### src/hdl/fault_retry_pkg.sv
`default_nettype none
package fault_retry_pkg;
  localparam int ADDR_W = 8;
  localparam int DATA_W = 16;

  // Register offsets
  localparam logic [7:0] OFF_RESPONSE = 8'h00;
  localparam logic [7:0] OFF_CONTROL = 8'h01;
  localparam logic [7:0] OFF_STATUS = 8'h02;
  localparam logic [7:0] OFF_IRQ_STATUS = 8'h03;
  localparam logic [7:0] OFF_IRQ_CLEAR = 8'h04;
  localparam logic [7:0] OFF_IRQ_ENABLE = 8'h05;
  localparam logic [7:0] OFF_TIME_UNIT = 8'hd2;

  // Fault-response byte fields
  localparam int RESP_LSB = 6;
  localparam int RETRY_LSB = 3;
  localparam int DELAY_LSB = 0;

  // Reset values
  localparam logic [7:0] RESPONSE_RST = 8'h80;
  localparam logic [15:0] TIME_UNIT_RST = 16'h0028;
  localparam logic [4:0] IRQ_ENABLE_RST = 5'h00;

  localparam logic [2:0] RETRY_NONE = 3'h0;
  localparam logic [2:0] RETRY_FOREVER = 3'h7;

  // Control register bit
  localparam int CTRL_CLEAR_BIT = 0;

  // Status register layout
  localparam int ST_STATE_LSB = 0;
  localparam int ST_COUNT_LSB = 8;
  localparam int ST_LATCH_BIT = 11;
  localparam int ST_OUT_BIT = 12;
  localparam int ST_FAULT_BIT = 13;

  // Interrupt events
  localparam int EV_FAULT = 0;
  localparam int EV_SHUTDOWN = 1;
  localparam int EV_RETRY = 2;
  localparam int EV_LATCH = 3;
  localparam int EV_RECOVER = 4;
  localparam int EV_W = 5;

  typedef enum logic [1:0] {
    RESP_IGNORE = 2'h0,
    RESP_DEFER = 2'h1,
    RESP_DISABLE_RETRY = 2'h2,
    RESP_HOLD_OFF = 2'h3
  } resp_t;

  typedef struct packed {
    logic [ADDR_W-1:0] addr;
    logic [DATA_W-1:0] wdata;
    logic wr;
    logic rd;
  } reg_req_t;

  // Delay code doubles per step: 0->1, 1->2, 2->4 ... 7->128 units
  function automatic logic [7:0] delay_units(input logic [2:0] code);
    delay_units = 8'h01 << code;
  endfunction
endpackage
`default_nettype wire

### src/hdl/delay_timer.sv
`default_nettype none
module delay_timer #(
  parameter int UNIT_W = 16
) (
  // Clock and reset
  input wire logic core_clk,
  input wire logic reset_n,
  // Control
  input wire logic start,
  input wire logic stop,
  input wire logic [2:0] code,
  input wire logic [UNIT_W-1:0] unitCycles,
  // Result
  output logic running,
  output logic done
);
  import fault_retry_pkg::*;

  logic [UNIT_W-1:0] unitCnt;
  logic [7:0] unitsLeft;
  wire logic [UNIT_W-1:0] unitLoad;
  wire logic unitWrap;
  wire logic lastUnit;

  // A zero unit would never expire, so it counts as one cycle
  assign unitLoad = (unitCycles == '0) ? '0 : unitCycles - UNIT_W'(1);
  assign unitWrap = running && (unitCnt == '0);
  assign lastUnit = unitWrap && (unitsLeft == 8'h01);
  // Done comes straight from the count so the next interval starts on the expiring edge
  assign done = lastUnit;

  always_ff @(posedge core_clk) begin
    if (!reset_n || stop) begin
      running <= 1'b0;
      unitCnt <= '0;
      unitsLeft <= 8'h00;
    end else if (start) begin
      running <= 1'b1;
      unitCnt <= unitLoad;
      unitsLeft <= delay_units(code);
    end else begin
      if (lastUnit) begin
        running <= 1'b0;
      end
      if (unitWrap) begin
        unitCnt <= unitLoad;
        unitsLeft <= unitsLeft - 8'h01;
      end else if (running) begin
        unitCnt <= unitCnt - UNIT_W'(1);
      end
    end
  end
endmodule
`default_nettype wire

### src/hdl/fault_retry_sequencer.sv
// Operation
// - Retry codes 1-6 give that many restarts
// - Retries exhausted: output off until cleared
// - Attempt spacing equals delay count times unit
// - Retry code 7 retries until stopped
// - Delay code doubles units per step
// - Delay count serves deferral and spacing
// - Time unit comes from register 0xD2
// - Response 00 ignores the fault
// - Response 01 runs through delay first
// - 10 shuts then retries; 11 holds off
// - Retry code 0: stay off until cleared
`default_nettype none
module fault_retry_sequencer #(
  parameter int UNIT_W = 16
) (
  // Clock and reset
  input wire logic core_clk,
  input wire logic reset_n,
  // Register port
  input wire fault_retry_pkg::reg_req_t regReq,
  output logic [fault_retry_pkg::DATA_W-1:0] rdData,
  // Power stage
  input wire logic faultIn,
  input wire logic otherFault,
  input wire logic outputOnCmd,
  output logic outputEnable,
  output logic latchedFault,
  // Interrupt
  output logic irq
);
  import fault_retry_pkg::*;

  typedef enum logic [6:0] {
    ST_IDLE = 7'h01,
    ST_RUN = 7'h02,
    ST_DEFER = 7'h04,
    ST_OFF_WAIT = 7'h08,
    ST_ATTEMPT = 7'h10,
    ST_LATCHED = 7'h20,
    ST_HOLD_OFF = 7'h40
  } state_t;

  state_t state;
  state_t next_state;

  // Where a shutdown leads: straight to latched when no retry is allowed
  function automatic state_t afterShutdown(input logic [2:0] retries);
    afterShutdown = (retries == RETRY_NONE) ? ST_LATCHED : ST_OFF_WAIT;
  endfunction

  // States in which the delay timer must keep counting
  function automatic logic timedState(input state_t s);
    timedState = (s == ST_DEFER) || (s == ST_OFF_WAIT) || (s == ST_ATTEMPT);
  endfunction

  // Address match qualified by one strobe
  function automatic logic regHit(input logic strobe, input logic [ADDR_W-1:0] addr,
                                  input logic [7:0] off);
    regHit = strobe && (addr == off);
  endfunction

  logic [7:0] response;
  logic [UNIT_W-1:0] timeUnit;
  logic [EV_W-1:0] irqStatus;
  logic [EV_W-1:0] irqEnable;
  logic [2:0] attemptsDone;
  logic attemptFailed;

  // Register decode
  wire logic wrResponse;
  wire logic wrControl;
  wire logic wrIrqClear;
  wire logic wrIrqEnable;
  wire logic wrTimeUnit;
  assign wrResponse = regHit(regReq.wr, regReq.addr, OFF_RESPONSE);
  assign wrControl = regHit(regReq.wr, regReq.addr, OFF_CONTROL);
  assign wrIrqClear = regHit(regReq.wr, regReq.addr, OFF_IRQ_CLEAR);
  assign wrIrqEnable = regHit(regReq.wr, regReq.addr, OFF_IRQ_ENABLE);
  assign wrTimeUnit = regHit(regReq.wr, regReq.addr, OFF_TIME_UNIT);

  // Fault-response fields
  wire resp_t respMode;
  wire logic [2:0] retryCode;
  wire logic [2:0] delayCode;
  assign respMode = resp_t'(response[RESP_LSB +: 2]);
  assign retryCode = response[RETRY_LSB +: 3];
  assign delayCode = response[DELAY_LSB +: 3];

  // Retry bookkeeping
  wire logic retryForever;
  wire logic retriesLeft;
  wire logic faultHit;
  assign retryForever = (retryCode == RETRY_FOREVER);
  assign retriesLeft = retryForever || (attemptsDone < retryCode);
  assign faultHit = faultIn || otherFault;

  // Timer control
  wire logic timerDone;
  wire logic timerStart;
  wire logic timerStop;

  // Commanded off, or a clear while latched, abandons the sequence
  wire logic cmdOff;
  wire logic clearLatch;
  assign cmdOff = !outputOnCmd;
  assign clearLatch = wrControl && regReq.wdata[CTRL_CLEAR_BIT];

  // State transitions
  always_comb begin
    next_state = state;
    case (state)
      ST_IDLE: begin
        // A standing forced-shutdown fault keeps the output from starting
        if (outputOnCmd && !latchedFault && !otherFault) begin
          next_state = ST_RUN;
        end
      end
      ST_RUN: begin
        if (cmdOff) begin
          next_state = ST_IDLE;
        end else if (otherFault) begin
          next_state = ST_LATCHED;
        end else if (faultIn) begin
          case (respMode)
            RESP_IGNORE: next_state = ST_RUN;
            RESP_DEFER: next_state = ST_DEFER;
            RESP_DISABLE_RETRY: begin
              next_state = afterShutdown(retryCode);
            end
            RESP_HOLD_OFF: next_state = ST_HOLD_OFF;
            default: next_state = ST_RUN;
          endcase
        end
      end
      ST_DEFER: begin
        if (cmdOff) begin
          next_state = ST_IDLE;
        end else if (otherFault) begin
          next_state = ST_LATCHED;
        end else if (!faultIn) begin
          next_state = ST_RUN;
        end else if (timerDone) begin
          next_state = afterShutdown(retryCode);
        end
      end
      ST_OFF_WAIT: begin
        if (cmdOff) begin
          next_state = ST_IDLE;
        end else if (otherFault) begin
          next_state = ST_LATCHED;
        end else if (timerDone) begin
          next_state = retriesLeft ? ST_ATTEMPT : ST_LATCHED;
        end
      end
      ST_ATTEMPT: begin
        if (cmdOff) begin
          next_state = ST_IDLE;
        end else if (otherFault) begin
          next_state = ST_LATCHED;
        end else if (timerDone) begin
          if (!attemptFailed && !faultIn) begin
            next_state = ST_RUN;
          end else if (retriesLeft) begin
            next_state = ST_ATTEMPT;
          end else begin
            next_state = ST_LATCHED;
          end
        end
      end
      ST_LATCHED: begin
        if (clearLatch || cmdOff) begin
          next_state = ST_IDLE;
        end
      end
      ST_HOLD_OFF: begin
        if (cmdOff) begin
          next_state = ST_IDLE;
        end else if (otherFault) begin
          next_state = ST_LATCHED;
        end else if (!faultIn) begin
          next_state = ST_RUN;
        end
      end
      default: next_state = ST_IDLE;
    endcase
  end

  // Timer is restarted on every entry that begins a timed interval
  wire logic enterDefer;
  wire logic enterOffWait;
  wire logic newAttempt;
  assign enterDefer = (next_state == ST_DEFER) && (state != ST_DEFER);
  assign enterOffWait = (next_state == ST_OFF_WAIT) && (state != ST_OFF_WAIT);
  assign newAttempt = (next_state == ST_ATTEMPT) && (state != ST_ATTEMPT || timerDone);
  assign timerStart = enterDefer || enterOffWait || newAttempt;
  assign timerStop = !timedState(next_state);

  delay_timer #(
    .UNIT_W(UNIT_W)
  ) u_timer (
    .core_clk(core_clk),
    .reset_n(reset_n),
    .start(timerStart),
    .stop(timerStop),
    .code(delayCode),
    .unitCycles(timeUnit),
    .running(),
    .done(timerDone)
  );

  // An attempt that sees the fault stays failed until its interval ends
  wire logic failNext;
  assign failNext = (next_state == ST_ATTEMPT) && !newAttempt && attemptFailed;

  // Output drive follows the next state so it leaves with the state change
  wire logic next_outputEnable;
  assign next_outputEnable = (next_state == ST_RUN) || (next_state == ST_DEFER)
                             || (next_state == ST_ATTEMPT && !faultHit && !failNext);

  // Events
  wire logic [EV_W-1:0] events;
  assign events[EV_FAULT] = (state == ST_RUN) && faultHit && outputOnCmd;
  assign events[EV_SHUTDOWN] = outputEnable && !next_outputEnable && outputOnCmd;
  assign events[EV_RETRY] = newAttempt;
  assign events[EV_LATCH] = (next_state == ST_LATCHED) && (state != ST_LATCHED);
  assign events[EV_RECOVER] = (next_state == ST_RUN)
                              && (state != ST_RUN) && (state != ST_IDLE);

  wire logic [EV_W-1:0] irqClearMask;
  assign irqClearMask = wrIrqClear ? regReq.wdata[EV_W-1:0] : '0;

  // Read decode
  wire logic rdResponse;
  wire logic rdStatus;
  wire logic rdIrqStatus;
  wire logic rdIrqEnable;
  wire logic rdTimeUnit;
  assign rdResponse = regHit(regReq.rd, regReq.addr, OFF_RESPONSE);
  assign rdStatus = regHit(regReq.rd, regReq.addr, OFF_STATUS);
  assign rdIrqStatus = regHit(regReq.rd, regReq.addr, OFF_IRQ_STATUS);
  assign rdIrqEnable = regHit(regReq.rd, regReq.addr, OFF_IRQ_ENABLE);
  assign rdTimeUnit = regHit(regReq.rd, regReq.addr, OFF_TIME_UNIT);

  // Read mux
  wire logic [DATA_W-1:0] statusWord;
  wire logic [DATA_W-1:0] next_rdData;
  assign statusWord = (DATA_W'(state) << ST_STATE_LSB)
                      | (DATA_W'(attemptsDone) << ST_COUNT_LSB)
                      | (DATA_W'(latchedFault) << ST_LATCH_BIT)
                      | (DATA_W'(outputEnable) << ST_OUT_BIT)
                      | (DATA_W'(faultIn) << ST_FAULT_BIT);
  assign next_rdData = rdResponse ? DATA_W'(response) :
                       rdStatus ? statusWord :
                       rdIrqStatus ? DATA_W'(irqStatus) :
                       rdIrqEnable ? DATA_W'(irqEnable) :
                       rdTimeUnit ? DATA_W'(timeUnit) :
                       '0;

  // Software registers
  always_ff @(posedge core_clk) begin
    if (!reset_n) begin
      response <= RESPONSE_RST;
      timeUnit <= TIME_UNIT_RST;
      irqEnable <= IRQ_ENABLE_RST;
    end else begin
      if (wrResponse) begin
        response <= regReq.wdata[7:0];
      end
      if (wrTimeUnit) begin
        timeUnit <= regReq.wdata[UNIT_W-1:0];
      end
      if (wrIrqEnable) begin
        irqEnable <= regReq.wdata[EV_W-1:0];
      end
    end
  end

  // Sequencer state
  always_ff @(posedge core_clk) begin
    if (!reset_n) begin
      state <= ST_IDLE;
      latchedFault <= 1'b0;
      attemptFailed <= 1'b0;
    end else begin
      state <= next_state;
      latchedFault <= (next_state == ST_LATCHED);
      attemptFailed <= (next_state == ST_ATTEMPT) && (failNext || faultHit);
    end
  end

  // Output stage drive
  always_ff @(posedge core_clk) begin
    if (!reset_n) begin
      outputEnable <= 1'b0;
    end else begin
      outputEnable <= next_outputEnable;
    end
  end

  // Attempt counter runs from the shutdown until normal operation returns
  always_ff @(posedge core_clk) begin
    if (!reset_n) begin
      attemptsDone <= 3'h0;
    end else if (next_state == ST_RUN || next_state == ST_IDLE) begin
      attemptsDone <= 3'h0;
    // Endless retry is not counted, so the three-bit count cannot wrap
    end else if (newAttempt && !retryForever) begin
      attemptsDone <= attemptsDone + 3'h1;
    end
  end

  // Interrupts: a new event wins over a clear in the same cycle
  wire logic [EV_W-1:0] next_irqStatus;
  for (genvar i = 0; i < EV_W; i++) begin : g_irqBit
    assign next_irqStatus[i] = events[i] || (irqStatus[i] && !irqClearMask[i]);
  end

  // The level output follows the next status so it has no extra lag
  always_ff @(posedge core_clk) begin
    if (!reset_n) begin
      irqStatus <= '0;
      irq <= 1'b0;
    end else begin
      irqStatus <= next_irqStatus;
      irq <= |(next_irqStatus & irqEnable);
    end
  end

  // Read data stand for one cycle only; an idle port reads zero
  always_ff @(posedge core_clk) begin
    if (!reset_n) begin
      rdData <= '0;
    end else begin
      rdData <= next_rdData;
    end
  end
endmodule
`default_nettype wire

### config.mk
export PLATFORM = sky130hd
export DESIGN_NAME = fault_retry_sequencer
export DESIGN_NICKNAME = d
export VERILOG_FILES = /design/src/hdl/fault_retry_pkg.sv /design/src/hdl/delay_timer.sv /design/src/hdl/fault_retry_sequencer.sv
export SDC_FILE = /design/constraint.sdc
export NUM_CORES = 1
export LEC_CHECK = 0
export BUFFER_PORTS_ARGS = -buffer_cell sky130_fd_sc_hd__buf_2
export CORE_MARGIN = 1
export CORE_UTILIZATION = 58
export DETAILED_ROUTE_END_ITERATION = 10
export GPL_TIMING_DRIVEN = 1
export PLACE_DENSITY_LB_ADDON = 0.12
export RECOVER_POWER = 25
export SLEW_MARGIN = 40
export SYNTH_ARGS = -nofsm -noshare
export SYNTH_HDL_FRONTEND = slang
export SYNTH_SLANG_ARGS = --single-unit
### constraint.sdc
create_clock -name core_clk -period 3.66 [get_ports core_clk]
set_clock_uncertainty 0.15 [all_clocks]
set_input_delay 0.549 -clock core_clk [delete_from_list [all_inputs] [get_ports core_clk]]
set_output_delay 0.549 -clock core_clk [all_outputs]
set_load 0.01 [all_outputs]
==> flow_summary.json, run 1 <==
{
  "synth_register_bits": 89,
  "synthesis.yosys.warnings": 0,
  "synth_ff_type": "sky130_fd_sc_hd__dfxtp_1",
  "final-setup-viol-count": 0,
  "via_density_per_instance": 6.30,
  "layout.filler_cells": 728,
  "met3RoutedLength_um": 632,
  "crit_path_end_kind": "flip-flop",
  "period_share_pct": 84.8,
  "antenna-diode-count": 0,
  "fin_tns_setup_ns": 0,
  "die-width_um": 95.1,
  "sequential_to_total_area_share_from_yosys_stat_pct": 35.4,
  "clock_path_buffers": 2,
  "most_common_cell_type_on_the_critical_path": "sky130_fd_sc_hd__or3_1",
  "die_area_um2": 9050,
  "number_of_cell_rows": 33,
  "die_y_um": 95.1,
  "ant_nets": 0,
  "synth_top_area_share_pct": 35.4,
  "final_count_of_hold_timing_violations": 0,
  "synth_top_area_cell": "sky130_fd_sc_hd__dfxtp_1",
  "cellPowerDensity_nw_per_um2": 317,
  "cell_with_the_most_instances_after_synthesis": "sky130_fd_sc_hd__dfxtp_1",
  "top_layer": "met4",
  "via_count": 4642,
  "fin_nets": 666,
  "critical_path.max_fanout": 22,
  "wl_um": 13200,
  "wirelength_met1_um": 5970,
  "cts.htree.levels": 3,
  "design.core.area_um2": 8300,
  "global_route.usage.total_pct": 29.9,
  "synthesis.area_per_instance_um2": 8.50,
  "dr.pass1.iters": 5,
  "grt_pass1_vias": 4171,
  "post_cts_hold_buffer_count": 0,
  "first_pass_grt_wire_length_um": 20700,
  "p_leak_nw": 1.97,
  "cts-root-buf": "sky130_fd_sc_hd__clkbuf_8",
  "first_iter_violations": 296,
  "dp_hpwl_um": 9890,
  "netlist_area_um2": 5030,
  "drt_drc_violations_left": 0,
  "number_of_antenna_violations_at_the_first_check_in_global_routing": 0,
  "area_growth_from_synthesis_to_layout_pct": 8.51,
  "wl_met2_um": 6160,
  "cp_cell_sequence": "nor4b_1, nand4b_1, or3_1, and3_1, or3_1, a21oi_1",
  "io_buffers": 49,
  "cts.repair_timing.setup_buffer_count": 0,
  "io-pin-count": 50,
  "gp_congestion": 0.937,
  "cts.repair.resized": 0,
  "irDropWorstVdd_v": 0.000214,
  "grt_setup_unrepaired": "no",
  "netlist_top_cells_area": "sky130_fd_sc_hd__dfxtp_1, sky130_fd_sc_hd__mux2i_1, sky130_fd_sc_hd__nor2_1",
  "initial_core_util_pct": 60.6,
  "critical_path_required_ns": 3.81,
  "largest_net_degree_at_the_start_of_global_routing": 26,
  "tritoncts": "yes",
  "cts.reportedPaths.clkPinSlew_ns": 0.11,
  "final.min_clock_period_ns": 3.10,
  "crit_arrival_ns": 3.25,
  "final_layout_size_suffix_gt1_share_pct": 11.4,
  "synth_top_cells_by_count": "sky130_fd_sc_hd__dfxtp_1, sky130_fd_sc_hd__nor2_1, sky130_fd_sc_hd__nand2_1",
  "critPathKind": "flip-flop to flip-flop",
  "timing.critical_path.slowest_stage_cell": "sky130_fd_sc_hd__nor4b_1",
  "async_flop_share_pct": 0,
  "routedWlPerCell_um": 17.9,
  "cts_inserted_buffers": 9,
  "longest_individual_stage_delay_on_the_worst_path_ns": 0.56,
  "clock_sink_total": 89,
  "maxSlewHeadroom_pct": 38.9,
  "globalRoute.totalOverflow": 0,
  "yosysUniqueCellTypes": 66,
  "achievable-frequency_mhz": 322,
  "postSynthCellCount": 592,
  "worst-slew-pin-transition_ns": 0.914,
  "clkLatencyLatePin_ns": 0.37,
  "report.power.total_mw": 1.73,
  "outcome": "completed",
  "syn-num-nets": 631,
  "crit_path_start_kind": "flip-flop",
  "synth-edff-count": 0,
  "hp-class": "primary input to flip-flop",
  "slew_viol_final": 0,
  "number_of_violations_of_the_max_capacitance_limit": 0
}
-- through the flow --
step	std cells	util [%]	setup slack [ns]	hold WS, ns	area [µm²]
final	737	65.8	0.557	0.256	5460
after global routing	737	65.8	0.382	0.263	5460
after CTS	737	66.3	0.871	0.248	5500
after detailed placement	721	63.9	0.698	0.341	5310
after global placement	721	63.9	0.806	0.312	5300
after floorplan	592	-	1.19	0.295	5030
-- kinds of logic (layout without fill, tap and decap cells) --
logic type	after synthesis	in the layout	synth area share (%)
AND/OR/NAND/NOR	264	264	29.4
AO/OA/AOI/OAI	124	124	17.9
flip-flops	89	89	35.4
buffers and inverters	47	87	4.13
XOR/XNOR	34	34	5.92
multiplexers	26	26	5.17
adder cells (fa/ha/maj)	8	8	1.99
-- registers in the layout, summed over array words and instances, names as in the netlist, 3 cells and up --
register,count
response,8
irqStatus,5
state,7
u_timer.unitsLeft,8
u_timer.unitCnt,16
attemptsDone,3
irqEnable,5
rdData,16
timeUnit,16
-- path summary, 6_finish.rpt --
check / from / endpoint / slack, ns / cells after the start
worst min register to register: irqStatus[1] / irqStatus[1] / 0.37 / 2
worst max-delay path: state[1] / u_timer.unitCnt[6] / 0.56 / 6
worst max register to register: state[1] / u_timer.unitCnt[6] / 0.56 / 6
worst min-delay path: regReq[12] / timeUnit[10] / 0.26 / 3
-- where the power goes --
| group | internal, mW | switching (mW) | total [mW] |
|---|---|---|---|
| sequential | 0.971 | 0.00697 | 0.978 |
| clock | 0.266 | 0.407 | 0.673 |
| combinational | 0.0289 | 0.0521 | 0.0810 |
-- critical path: cells and delay by family, from the launching register on --
family	cells	cell delay [ns]
simple gates	5	2.19
compound gates	1	0.14
flops	1	0.54
-- metal layers --
metal | up-vias | GRT usage, %
met5 | - | 0
met4 | 0 | 12.5
met3 | 33 | 5.58
met2 | 177 | 47.4
met1 | 2185 | 39.5
li1 | 2247 | -
-- cell type report --
class | count | area [µm²] | share of cell area (%)
flip-flops and latches | 89 | 1780 | 32.6
clock buffers | 9 | 124 | 2.27
inverters | 17 | 63.8 | 1.17
repair buffers | 54 | 258 | 4.72
well taps | 105 | 131 | 2.41
multi-input cells | 456 | 3030 | 55.5
clock inverters | 7 | 72.6 | 1.33
-- cell usage in the layout (no fill, tap or decap), types with 4 or more instances in the layout --
master / n
sky130_fd_sc_hd__nor3_1: 19
sky130_fd_sc_hd__clkbuf_8: 9
sky130_fd_sc_hd__or3_1: 19
sky130_fd_sc_hd__a211oi_1: 9
sky130_fd_sc_hd__nand2b_1: 5
sky130_fd_sc_hd__a222oi_1: 7
sky130_fd_sc_hd__o21ai_0: 10
sky130_fd_sc_hd__xor2_1: 18
sky130_fd_sc_hd__buf_2: 29
sky130_fd_sc_hd__clkbuf_1: 20
sky130_fd_sc_hd__ha_1: 8
sky130_fd_sc_hd__nor3b_1: 8
sky130_fd_sc_hd__o21a_1: 7
sky130_fd_sc_hd__a22oi_1: 6
sky130_fd_sc_hd__nor4_1: 7
sky130_fd_sc_hd__nor2b_1: 5
sky130_fd_sc_hd__o211ai_1: 4
sky130_fd_sc_hd__a21oi_1: 35
sky130_fd_sc_hd__nor2_1: 66
sky130_fd_sc_hd__o2111ai_1: 4
sky130_fd_sc_hd__a22o_1: 7
sky130_fd_sc_hd__buf_4: 5
sky130_fd_sc_hd__a31oi_1: 4
sky130_fd_sc_hd__inv_1: 16
sky130_fd_sc_hd__xnor2_1: 16
sky130_fd_sc_hd__a211oi_2: 4
sky130_fd_sc_hd__dfxtp_1: 89
sky130_fd_sc_hd__nor4b_1: 8
sky130_fd_sc_hd__mux2i_1: 26
sky130_fd_sc_hd__nand4_1: 9
sky130_fd_sc_hd__and2_1: 5
sky130_fd_sc_hd__nand3_1: 31
sky130_fd_sc_hd__a41oi_1: 4
sky130_fd_sc_hd__and4_1: 6
sky130_fd_sc_hd__and3_1: 5
sky130_fd_sc_hd__nand2_1: 49
Power figures use the tool's default switching activity.
==> inputs of run 2 (changes only) <==
Settings changed: CORE_UTILIZATION 58 to 54.
Clock period 3.66 ns to 2.7 ns, I/O delays scaled along.
==> flow_summary.json, run 2 (same netlist as run 1, synthesis figures left out) <==
{
  "wl_um": 13700,
  "number_of_violations_of_the_max_capacitance_limit": 0,
  "final_layout_size_suffix_gt1_share_pct": 16.9,
  "final-setup-viol-count": 0,
  "cts.htree.levels": 3,
  "reg.largest.list": "rdData (16), timeUnit (16), u_timer.unitCnt (16)",
  "crit_arrival_ns": 2.72,
  "maxSlewHeadroom_pct": 22.0,
  "die-width_um": 98.5,
  "achievable-frequency_mhz": 388,
  "final_count_of_hold_timing_violations": 0,
  "grt_setup_unrepaired": "no",
  "antenna-diode-count": 0,
  "via_count": 4840,
  "ant_nets": 0,
  "final.min_clock_period_ns": 2.58,
  "timing.critical_path.slowest_stage_cell": "sky130_fd_sc_hd__or4_4",
  "outcome": "completed",
  "hp-class": "primary input to flip-flop",
  "grt_pass1_vias": 4519,
  "cts.reportedPaths.clkPinSlew_ns": 0.11,
  "irDropWorstVdd_v": 0.000282,
  "crit_path_start_kind": "flip-flop",
  "first_iter_violations": 250,
  "first_pass_grt_wire_length_um": 22500,
  "drt_drc_violations_left": 0,
  "io_buffers": 49,
  "largest_net_degree_at_the_start_of_global_routing": 33,
  "critPathKind": "flip-flop to flip-flop",
  "p_leak_nw": 2.17,
  "cts_inserted_buffers": 9,
  "slew_viol_final": 0,
  "crit_path_end_kind": "flip-flop",
  "io-pin-count": 50,
  "number_of_antenna_violations_at_the_first_check_in_global_routing": 0,
  "report.power.total_mw": 2.36,
  "dr.pass1.iters": 5,
  "critical_path.max_fanout": 9,
  "fin_nets": 703,
  "design.core.area_um2": 8850,
  "clock_sink_total": 89,
  "period_share_pct": 95.5,
  "critical_path_required_ns": 2.84,
  "global_route.usage.total_pct": 29.1,
  "rr_worst_depth": 6,
  "cts-root-buf": "sky130_fd_sc_hd__clkbuf_8",
  "gp_congestion": 0.934,
  "dp_hpwl_um": 10500,
  "post_cts_hold_buffer_count": 0,
  "hold_depth": 3,
  "via_density_per_instance": 6.23,
  "fin_tns_setup_ns": 0,
  "clkLatencyLatePin_ns": 0.37,
  "worst-slew-pin-transition_ns": 1.17,
  "clock_path_buffers": 2,
  "area_growth_from_synthesis_to_layout_pct": 15.0,
  "globalRoute.totalOverflow": 0,
  "cp_cell_sequence": "nor4_4, nand4_1, or4_4, or3_4, and2_4, a211oi_2",
  "die_area_um2": 9700,
  "routedWlPerCell_um": 17.7,
  "longest_individual_stage_delay_on_the_worst_path_ns": 0.52,
  "number_of_cell_rows": 34,
  "die_y_um": 98.5,
  "tritoncts": "yes",
  "initial_core_util_pct": 56.8,
  "cellPowerDensity_nw_per_um2": 409,
  "layout.cells.most_common": "sky130_fd_sc_hd__dfxtp_1",
  "final_cell_mix": "sky130_fd_sc_hd__dfxtp_1, sky130_fd_sc_hd__nor2_1, sky130_fd_sc_hd__nand2_1"
}
-- run 2: changes by cell type in the layout (fill, tap and decap cells not counted), sizes merged --
cell,before,now
buf,34,72
clkbuf,29,28
clkinv,2,3
clkinvlp,3,2
-- run 2: area by class of cell --
type / instances / area, µm²
clock buffers: 9 / 124
clock inverters: 7 / 71.3
fillers: 781 / 3070
inverters: 17 / 63.8
multi-input cells: 456 / 3060
flip-flops and latches: 89 / 1780
well taps: 108 / 135
repair buffers: 91 / 547
-- run 2: layer usage --
| metal | track usage (%) | part of all wire [%] |
|---|---|---|
| met3 | 3.19 | 4.8 |
| met1 | 39.6 | 46 |
| met5 | 0 | 0 |
| met4 | 13.8 | 3.6 |
| met2 | 46.5 | 45 |
-- run 2: final timing paths --
| check | startpoint | slack, ns | end |
|---|---|---|---|
| setup / recovery | u_timer.unitCnt[4] | 0.12 | u_timer.unitsLeft[5] |
| hold / removal | regReq[16] | 0.11 | timeUnit[14] |
| setup reg to reg | u_timer.unitCnt[4] | 0.12 | u_timer.unitsLeft[5] |
| hold reg to reg | irqStatus[4] | 0.34 | irqStatus[4] |
-- run 2: repair_timing --
action,CTS,global route
endpoints found under the hold margin,0,0
resized for setup,0,4
setup endpoints to repair,0,11
buffers inserted,0,2
-- run 2: worst max-delay path: cells and delay by family, from the launching register on --
family,cells,cell delay [ns]
AOI/OAI and AO/OA,1,0.18
and+or+nand+nor,5,1.77
DFF,1,0.39
-- run 2: metrics by stage --
stage	hold slack (ns)	instance area, µm²	setup WS (ns)	std cells	utilization [%]
final	0.106	5780	0.121	777	65.3
after global routing	0.104	5780	0.0113	777	65.3
after CTS	0.105	5770	0.0393	775	65.3
after detailed placement	0.321	5580	0.0726	759	63.1
after global placement	0.311	5580	0.170	759	63.1
after floorplan	0.295	5030	0.309	592	-
-- run 2: where the power goes --
group	total, mW	switching [mW]	internal (mW)
logic	0.121	0.0752	0.0454
clock network	0.921	0.561	0.360
registers	1.32	0.00720	1.32
total	2.36	0.643	1.72
